File: src/sss_regs.svh
// Timing counts and codes of the soft-start sequencer
`ifndef SSS_REGS_SVH
`define SSS_REGS_SVH

// Oscillator cycles per phase
`define SSS_SETTLE_CYC  12'h400
`define SSS_DISCH_CYC   12'h018
`define SSS_RAMP_CYC    12'h800
// Feedback offset code at full scale and at zero
`define SSS_OFFSET_FULL 12'h800
`define SSS_OFFSET_ZERO 12'h000
// System clocks per oscillator cycle (10 MHz / 300 kHz, rounded down)
`define SSS_OSC_DIV     6'h21

`endif

File: src/sss_pkg.sv
// Types shared by the soft-start sequencer
package sss_pkg;

  // ****************************************
  // Sequencer states, Gray coded
  // ****************************************
  typedef enum logic [2:0] {
    SSS_RESET  = 3'h0,
    SSS_SETTLE = 3'h1,
    SSS_DISCH  = 3'h3,
    SSS_RAMP   = 3'h2,
    SSS_RUN    = 3'h6
  } sss_state_t;

  // ****************************************
  // Gate drive pair
  // ****************************************
  typedef struct packed {
    logic high_side_gate;
    logic low_side_gate;
  } sss_gate_t;

  // ****************************************
  // Analog comparator results from the pins
  // ****************************************
  typedef struct packed {
    logic supply_ok;
    logic node_high;
    logic pwm_cmp;
  } sss_sense_t;

endpackage : sss_pkg

File: src/sss_sync.sv
// Two-stage synchroniser for asynchronous comparator levels
`timescale 1ns/10ps
module sss_sync #(
  parameter int WIDTH = 3
) (
  input  wire logic             i_sys_clk,
  input  wire logic             i_rst,
  input  wire logic [WIDTH-1:0] i_async,
  output logic      [WIDTH-1:0] o_sync
);

  logic [WIDTH-1:0] stage1;
  logic [WIDTH-1:0] stage2;
  logic [WIDTH-1:0] next_stage1;
  logic [WIDTH-1:0] next_stage2;

  genvar gi;
  generate
    for (gi = 0; gi < WIDTH; gi++) begin : g_bit
      always_comb begin
        next_stage1[gi] = i_async[gi];
        next_stage2[gi] = stage1[gi];
      end
    end
  endgenerate

  always_ff @(posedge i_sys_clk) begin
    if (i_rst) begin
      stage1 <= '0;
      stage2 <= '0;
    end else begin
      stage1 <= next_stage1;
      stage2 <= next_stage2;
    end
  end

  assign o_sync = stage2;

endmodule : sss_sync

File: src/sss_sequencer.sv
// Reset and soft-start sequencer of a synchronous buck controller
// Operation
// - Power-on detect starts sequence without command
// - In reset both gates low until released
// - Internal sink keeps shutdown node low
// - Wait 1024 oscillator cycles after reset
// - Force node to 0.8V for 24 cycles
// - Feedback offset ramps 0.8V to 0V, 2048 cycles
// - Node low or supply low re-enters reset
// - Disabled: oscillator stops, gates low, re-arm
`timescale 1ns/10ps
`include "sss_regs.svh"
module sss_sequencer #(
  parameter logic [5:0] OSC_DIV = `SSS_OSC_DIV
) (
  input  wire logic               i_sys_clk,
  input  wire logic               i_rst,
  input  wire sss_pkg::sss_sense_t i_sense,
  output sss_pkg::sss_gate_t      o_gate,
  output logic                    o_sink_enable,
  output logic                    o_node_force,
  output logic [11:0]             o_offset,
  output logic                    o_osc_enable,
  output sss_pkg::sss_state_t     o_state
);
  import sss_pkg::*;

  // ****************************************
  // Pin synchronisation
  // ****************************************
  logic [2:0] sense_s;
  logic       supply_s;
  logic       node_s;
  logic       pwm_s;
  logic       release_ok;

  sss_sync #(.WIDTH(3)) u_sync (
    .i_sys_clk (i_sys_clk),
    .i_rst     (i_rst),
    .i_async   (i_sense),
    .o_sync    (sense_s)
  );

  assign supply_s   = sense_s[2];
  assign node_s     = sense_s[1];
  assign pwm_s      = sense_s[0];
  assign release_ok = supply_s & node_s;

  // Last oscillator cycle of a phase of length len
  function automatic logic phase_done(input logic [11:0] cnt, input logic [11:0] len, input logic tick);
    phase_done = tick && (cnt == len - 12'h001);
  endfunction : phase_done

  // ****************************************
  // Oscillator divider
  // ****************************************
  logic [5:0] div;
  logic [5:0] next_div;
  logic       osc_tick;

  assign osc_tick = (o_state != SSS_RESET) && (div == OSC_DIV - 6'h01);

  always_comb begin
    if (o_state == SSS_RESET || !release_ok) begin
      next_div = 6'h00;
    end else if (osc_tick) begin
      next_div = 6'h00;
    end else begin
      next_div = div + 6'h01;
    end
  end

  always_ff @(posedge i_sys_clk) begin
    if (i_rst) begin
      div <= 6'h00;
    end else begin
      div <= next_div;
    end
  end

  // ****************************************
  // Sequencer state and phase counter
  // ****************************************
  sss_state_t  state;
  sss_state_t  next_state;
  logic [11:0] cnt;
  logic [11:0] next_cnt;

  always_comb begin
    next_state = state;
    next_cnt   = cnt;
    if (!release_ok) begin
      next_state = SSS_RESET;
      next_cnt   = 12'h000;
    end else begin
      case (state)
        SSS_RESET: begin
          next_state = SSS_SETTLE;
          next_cnt   = 12'h000;
        end
        SSS_SETTLE: begin
          if (phase_done(cnt, `SSS_SETTLE_CYC, osc_tick)) begin
            next_state = SSS_DISCH;
            next_cnt   = 12'h000;
          end else if (osc_tick) begin
            next_cnt = cnt + 12'h001;
          end
        end
        SSS_DISCH: begin
          if (phase_done(cnt, `SSS_DISCH_CYC, osc_tick)) begin
            next_state = SSS_RAMP;
            next_cnt   = `SSS_RAMP_CYC;
          end else if (osc_tick) begin
            next_cnt = cnt + 12'h001;
          end
        end
        SSS_RAMP: begin
          if (osc_tick) begin
            next_cnt = cnt - 12'h001;
            if (cnt == 12'h001) begin
              next_state = SSS_RUN;
            end
          end
        end
        SSS_RUN: begin
          next_cnt = 12'h000;
        end
        default: begin
          next_state = SSS_RESET;
          next_cnt   = 12'h000;
        end
      endcase
    end
  end

  always_ff @(posedge i_sys_clk) begin
    if (i_rst) begin
      state <= SSS_RESET;
      cnt   <= 12'h000;
    end else begin
      state <= next_state;
      cnt   <= next_cnt;
    end
  end

  // ****************************************
  // Output registers
  // ****************************************
  sss_gate_t   next_gate;
  logic        next_force;
  logic [11:0] next_offset;
  logic        next_osc_en;

  always_comb begin
    next_gate.high_side_gate = 1'b0;
    next_gate.low_side_gate  = 1'b0;
    if (next_state == SSS_RUN) begin
      next_gate.high_side_gate = pwm_s;
      next_gate.low_side_gate  = ~pwm_s;
    end
    next_force  = (next_state == SSS_DISCH);
    case (next_state)
      SSS_RAMP: next_offset = next_cnt;
      SSS_RUN:  next_offset = `SSS_OFFSET_ZERO;
      default:  next_offset = `SSS_OFFSET_FULL;
    endcase
    next_osc_en = (next_state != SSS_RESET);
  end

  always_ff @(posedge i_sys_clk) begin
    if (i_rst) begin
      o_gate        <= '0;
      o_sink_enable <= 1'b1;
      o_node_force  <= 1'b0;
      o_offset      <= `SSS_OFFSET_FULL;
      o_osc_enable  <= 1'b0;
      o_state       <= SSS_RESET;
    end else begin
      o_gate        <= next_gate;
      o_sink_enable <= 1'b1;
      o_node_force  <= next_force;
      o_offset      <= next_offset;
      o_osc_enable  <= next_osc_en;
      o_state       <= next_state;
    end
  end
endmodule : sss_sequencer

File: config.mk
export PLATFORM = sky130hd
export DESIGN_NAME = sss_sequencer
export DESIGN_NICKNAME = d
export VERILOG_FILES = /design/src/sss_pkg.sv /design/src/sss_sync.sv /design/src/sss_sequencer.sv
export VERILOG_INCLUDE_DIRS = /design/src
export SDC_FILE = /design/constraint.sdc
export NUM_CORES = 1
export LEC_CHECK = 0
export BUFFER_PORTS_ARGS = -buffer_cell sky130_fd_sc_hd__buf_2
export CORE_UTILIZATION = 35
export CTS_BUF_LIST = sky130_fd_sc_hd__clkbuf_16
export DETAILED_ROUTE_END_ITERATION = 6
export MAX_ROUTING_LAYER = met4
export PLACE_DENSITY = 0.6
export RECOVER_POWER = 50
export SYNTH_ARGS = -nofsm -noshare
export SYNTH_HDL_FRONTEND = slang
export SYNTH_SLANG_ARGS = --single-unit
File: constraint.sdc
create_clock -name i_sys_clk -period 5 [get_ports i_sys_clk]
set_input_delay 0.5 -clock i_sys_clk [delete_from_list [all_inputs] [get_ports i_sys_clk]]
set_output_delay 0.5 -clock i_sys_clk [all_outputs]
set_load 0.02 [all_outputs]
**Yosys cells after proc, flatten, opt, wreduce, memory -nomap -nowiden**

Cells that the tools add are included.
Widths: inputs -> output; s select.

- Input bits: 5
- Register bits after elaboration: 43
- Output and inout bits: 20
- Logic and storage cells: 50

- Add/subtract/negate cells: 3
- Bitwise logic cells: 3
- Mux-type cells: 13
- Equality and inequality tests: 11
- Reductions and logical operators: 10

Operators by type and width:

| kind | count |
|---|---|
| $mux 12 | 5 |
| $pmux 12 s3 | 1 |
| $pmux 12 s2 | 1 |
| $mux 3 | 5 |
| $pmux 3 s5 | 1 |
| $add 12x1->12 const B | 1 |
| $eq 12x1->1 const B | 1 |
| $eq 12x10->1 const B | 1 |
| $eq 12x5->1 const B | 1 |
| $eq 3x2->1 const B | 4 |
| $sub 12x1->12 const B | 1 |
| $add 6x1->6 const B | 1 |
| $eq 3x3->1 const B | 2 |
| $eq 6x6->1 const B | 1 |
| $reduce_bool 3->1 | 2 |
| $eq 3x1->1 const B | 1 |
| $logic_and 1x1->1 | 3 |
| $logic_not 3->1 | 1 |
| $reduce_or 3->1 | 1 |
| $not 1->1 | 2 |
| $reduce_or 2->1 | 1 |
| $and 1x1->1 | 1 |
| $logic_not 1->1 | 1 |
| $logic_or 1x1->1 | 1 |

**Longest topological paths before layout**

- Depth after elaboration: 9
- Depth in mapped cells: 9
- Mapped depth without buffers: 8

**Modules after synthesis**

Synthesis repeated with hierarchy kept, for this count alone.

- Cell total of the unflattened synthesis: 244
- Area, all modules: 2109.5 sq um

By module, submodules not included:

| module | cells each | sequential area each (sq um) | times used | area an instance (sq um) |
|---|---|---|---|---|
| sss_sequencer | 232 | 740.7 | 1 | 1951.9 |
| sss_sync | 12 | 120.1 | 1 | 157.7 |

**Least setup slack after synthesis**

No wires, ideal clock.

- Path kind: reg2reg
- Start point: register cnt[1]
- End point: register o_offset[1]
- Cell stages (with the launch flop): 8
- Clock period less this slack: 2288 ps
- Library setup time: 128 ps
- Slack: 2712 ps
- Data required time: 4872 ps
- Path buffers: 0
- Arrival: 2160 ps
- Path through: dfxtp_1 -> ha_1 -> nand3_1 -> or4_4 -> or4_4 -> and2_4 -> o221a_4 -> nor4b_4

- Cells in the longest elaborated chain, start to end: 7
- Elaborated cells on any way between the ends: 22
- Classes of those cells: add/sub (2); eq/ne (5); mux (13); reduce/logical (2)

Ends and longest elaborated chain:

| item | line | RTL |
|---|---|---|
| start, declared | sss_sequencer.sv:86 | `logic [11:0] cnt;` |
| start signal, assigned | sss_sequencer.sv:142 | `cnt <= next_cnt;` |
| branches (longest 6 deep; another with $add 12x1->12) | - |  |
| $pmux 12 s2 * | sss_sequencer.sv:162 | `case (next_state)` |
| end signal, assigned | sss_sequencer.sv:175 | `` o_offset <= `SSS_OFFSET_FULL; `` |
| end signal, assigned | sss_sequencer.sv:182 | `o_offset <= next_offset;` |
| end, declared | sss_sequencer.sv:22 | `output logic [11:0] o_offset,` |

Every way passes the cells marked *.
A chain may end at the register's enable or synchronous reset.

**Worst setup path after layout**

- Start point: register div[0]
- End point: register o_offset[1]

- Cells in the longest elaborated chain, start to end: 8
- Elaborated cells on any way between the ends: 18
- Classes of those cells: eq/ne (3); mux (12); reduce/logical (3)

Ends and longest elaborated chain:

| item | line | RTL |
|---|---|---|
| start, declared | sss_sequencer.sv:57 | `logic [5:0] div;` |
| start signal, assigned | sss_sequencer.sv:77 | `div <= next_div;` |
| $eq 6x6->1 * | sss_sequencer.sv:61 | `assign osc_tick = (o_state != SSS_RESET) && (div == OSC_DIV - 6'h01);` |
| $logic_and 1x1->1 * | sss_sequencer.sv:61 |  |
| $logic_and 1x1->1 | sss_sequencer.sv:51 | `phase_done = tick && (cnt == len - 12'h001);` |
| $mux 3 (on tied branches) | sss_sequencer.sv:110, sss_sequencer.sv:102 |  |
| $pmux 3 s5 | sss_sequencer.sv:96 | `case (state)` |
| $mux 3 | sss_sequencer.sv:92 | `if (!release_ok) begin` |
| $eq 3x3->1 or $eq 3x2->1 (tied branches) | sss_sequencer.sv:162 |  |
| $pmux 12 s2 * | sss_sequencer.sv:162 |  |

Every way passes the cells marked *; elsewhere a longest branch is shown, timed or not.

==> results.md <==
- Clk pin slew, worst setup/hold paths: 0.06 ns
- Post-synth ARST share: 0%
- Total power: 0.670 mW
- Cells after synthesis: 252
- Seq/Total Area, Yosys: 38.6%
- Synth top area share: 38.6%
- Crit Path Max Fanout: 12
- Data arrival, critical path: 2.81 ns
- Row count: 28
- Initial antenna violation count: 0
- Leakage: 0.793 nW
- Iter 0 DRT Violations: 159
- Crit share post-route: 53.0%
- Post-synth EDFFs: 0
- Max Fclk: 0.377 GHz
- Final Setup Violations: 0
- First-pass GRT wire length: 7990 um
- CTS Buffer Depth: 2
- Compound-Gate Fraction of Synth Area: 12.6%
- Setup crit end kind: flop
- Status: complete, no violations
- Main combinational cell family by area after synthesis: simple AND/OR/NAND/NOR gates
- Power share of the clock group: 47.6%
- DR pass1 iterations: 4
- Total negative slack: 0 ns
- Die Wd: 81.8 um
- Hold_ws: 0.410 ns
- Hold-fix buffers at CTS: 0
- Most common cell after layout, fill and taps aside: dfxtp_1
- Largest net degree at the start of global routing: 16
- Finished layout cell area: 2470 um2
- Master of the slowest instance on the critical path: or3_1
- Synth top area cells: dfxtp_1 39%, nor2_1 4.9%, xnor2_1 3.9%, nor2b_1 3.6%, xor2_1 3.5%
- DIE HEIGHT: 81.8 um
- Syn. warnings: 0
- Port bufs: 23
- N_diodes: 0
- Area growth syn-to-layout: 10.9%
- Slew @ Worst Pin: 0.934 ns
- Worst path cell trace: inv_1 -> ha_1 -> nand4bb_1 -> or3_1 -> or4_4 -> and2_4 -> o221a_4 -> nor4b_4
- Syn Area/Cell: 8.84 um2
- Setup Skew: 0.00553 ns
- Synth Area in Simple Gates: 33.2%
- Mapped Area: 2230 um2
- Synth Flop Type: dfxtp_1
- Sequential Power Share: 51.6%
- Core area: 6030 um2
- Worst-Skew Late Latency: 0.28 ns
- Net count, final: 278
- Routability cong.: 0.907
- DRT antenna net count: 0
- I/O pin count: 25
- Placed Instance Area: 2370 um2
- Most frequent cells in the layout: 43 x dfxtp_1, 29 x nor2_1, 20 x clkbuf_1, 18 x nand2_1
- Power per cell area: 271 nW/um2
- Setup bufs post-CTS: 0
- Vias: 1792
- Dpl hpwl: 3420 um
- Post-DR vias/cell: 5.21
- Max_cap viols: 0
- Synth Area in Adders: 2.81%
- DRC: 0
- Cell variety after synth: 56
- XOR/XNOR Fraction of Synth Area: 7.47%
- Sw Ratio: 20.6%
- Final-report hold violation count: 0
- Wirelength per Cell: 13.7 um
- Worst path required time: 5.16 ns
- Total Routing Usage GR: 16.3%
- Internal: 0.531 mW
- Worst Setup Start Kind: flop
- Cell family contributing the most delay on the critical path: simple AND/OR/NAND/NOR gates
- Register bit count reported by yosys: 43
- Root buffer cell: clkbuf_16
- Fraction of layout cells with a size suffix above 1: 10.4%
- Initial core utilization: 37.0%
- Hold/Removal Path Class: flop to flop
- Peak supply drop: 0.000114 V
- TritonCTS Sinks: 43
- Slew margin rel.: 37.4%
- Worst Path Buf+Inv: 1
- Pins Over Slew Limit: 0
- Area of the die: 6690 um2
- Post-cts sizing count: 0
- Combinational Power Share: 0.8%
- CTS tree: built
- Mux contribution to synthesized area: 0%
- Final core occ: 41.0%
- Unrepaired setup endpoints after global routing: no
- Total CTS buffers: 5
- Yosys top cell by area: dfxtp_1
- Worst stage delay on the critical path: 0.60 ns
- Critical path class: flop to flop
- Minimum clock period: 2.65 ns
- Syn_nets: 262
- Final wirelength: 4720 um
- Vias in the first global route: 1651
- H-tree levels: 2
- Net load switching power: 0.138 mW
- Overflow after GRT: 0
[synth_stat cells, types with 2 or more instances]
library cell	count
a21oi_1	6
a22oi_1	4
a2bb2oi_1	2
a31oi_1	6
and2_1	4
buf_2	4
buf_4	3
clkbuf_1	7
dfxtp_1	43
ha_1	5
inv_1	8
nand2_1	18
nand3_1	13
nand3b_1	2
nand4_1	4
nor2_1	29
nor2b_1	13
nor3_1	7
nor3b_1	2
nor4_1	6
o211ai_1	2
o22ai_1	5
or3_1	5
or3_4	2
or4_1	2
or4_4	3
xnor2_1	10
xor2_1	9
[worst paths after layout]
path / cells after the start / from / slack [ns] / to
max: 8 / div[0] / 2.35 / o_offset[1]
min: 1 / u_sync.o_sync[0] / 0.41 / o_gate[0]
max reg2reg: 8 / div[0] / 2.35 / o_offset[1]
min reg2reg: 1 / u_sync.o_sync[0] / 0.41 / o_gate[0]
[stage by stage]
step | cells | worst slack [ns]
after floorplan | 252 | 2.71
after global placement | 336 | 2.44
after detailed placement | 336 | 2.41
after CTS | 344 | 2.38
after global routing | 344 | 2.21
final | 344 | 2.35
[worst register-to-register path: cells and delay by family (launching register included)]
kind	cells	cell delay, ns
flip-flops	1	0.33
buffers and inverters	1	0.06
AND/OR/NAND/NOR	5	1.76
AO/OA/AOI/OAI	1	0.24
adder cells (fa/ha/maj)	1	0.13
[per-layer routing]
metal	vias up	GRT usage (%)	part of all wire, %
met5	-	-	0
met1	816	21.6	49
met4	0	6.14	1.6
li1	919	-	-
met2	47	23.7	44
met3	10	3.78	5.1
[state kept, by name, summed over array words and instances, names as in the netlist]
register	flops
o_osc_enable	1
u_sync.o_sync	3
o_gate	2
cnt	12
div	6
o_offset	12
o_node_force	1
u_sync.next_stage2	3
o_state	3
[power by group through the flow]
stage	clock network, mW	logic [mW]	registers (mW)
after global routing	0.344	0.00623	0.346
after floorplan	0	0.00378	0.353
after detailed placement	0	0.00569	0.353
after global placement	0	0.00554	0.353
final	0.318	0.00550	0.346
after CTS	0.325	0.00570	0.346
[cell families (layout without fill, tap and decap cells)]
group	Yosys count	after routing
and+or+nand+nor	122	122
adders and majority gates	5	5
xor gates and xnor gates	19	19
buffers and inverters	24	41
other	1	1
AOI/OAI and AO/OA	38	38
DFF	43	43
[layout make-up]
class | count | area [um2]
clock inverters | 3 | 20.0
repair buffers | 25 | 105
multi-input cells | 185 | 1240
well taps | 75 | 93.8
fillers | 641 | 3550
flip-flops and latches | 43 | 861
clock buffers | 5 | 125
inverters | 8 | 30.0
(Power assumes the default switching activity.)
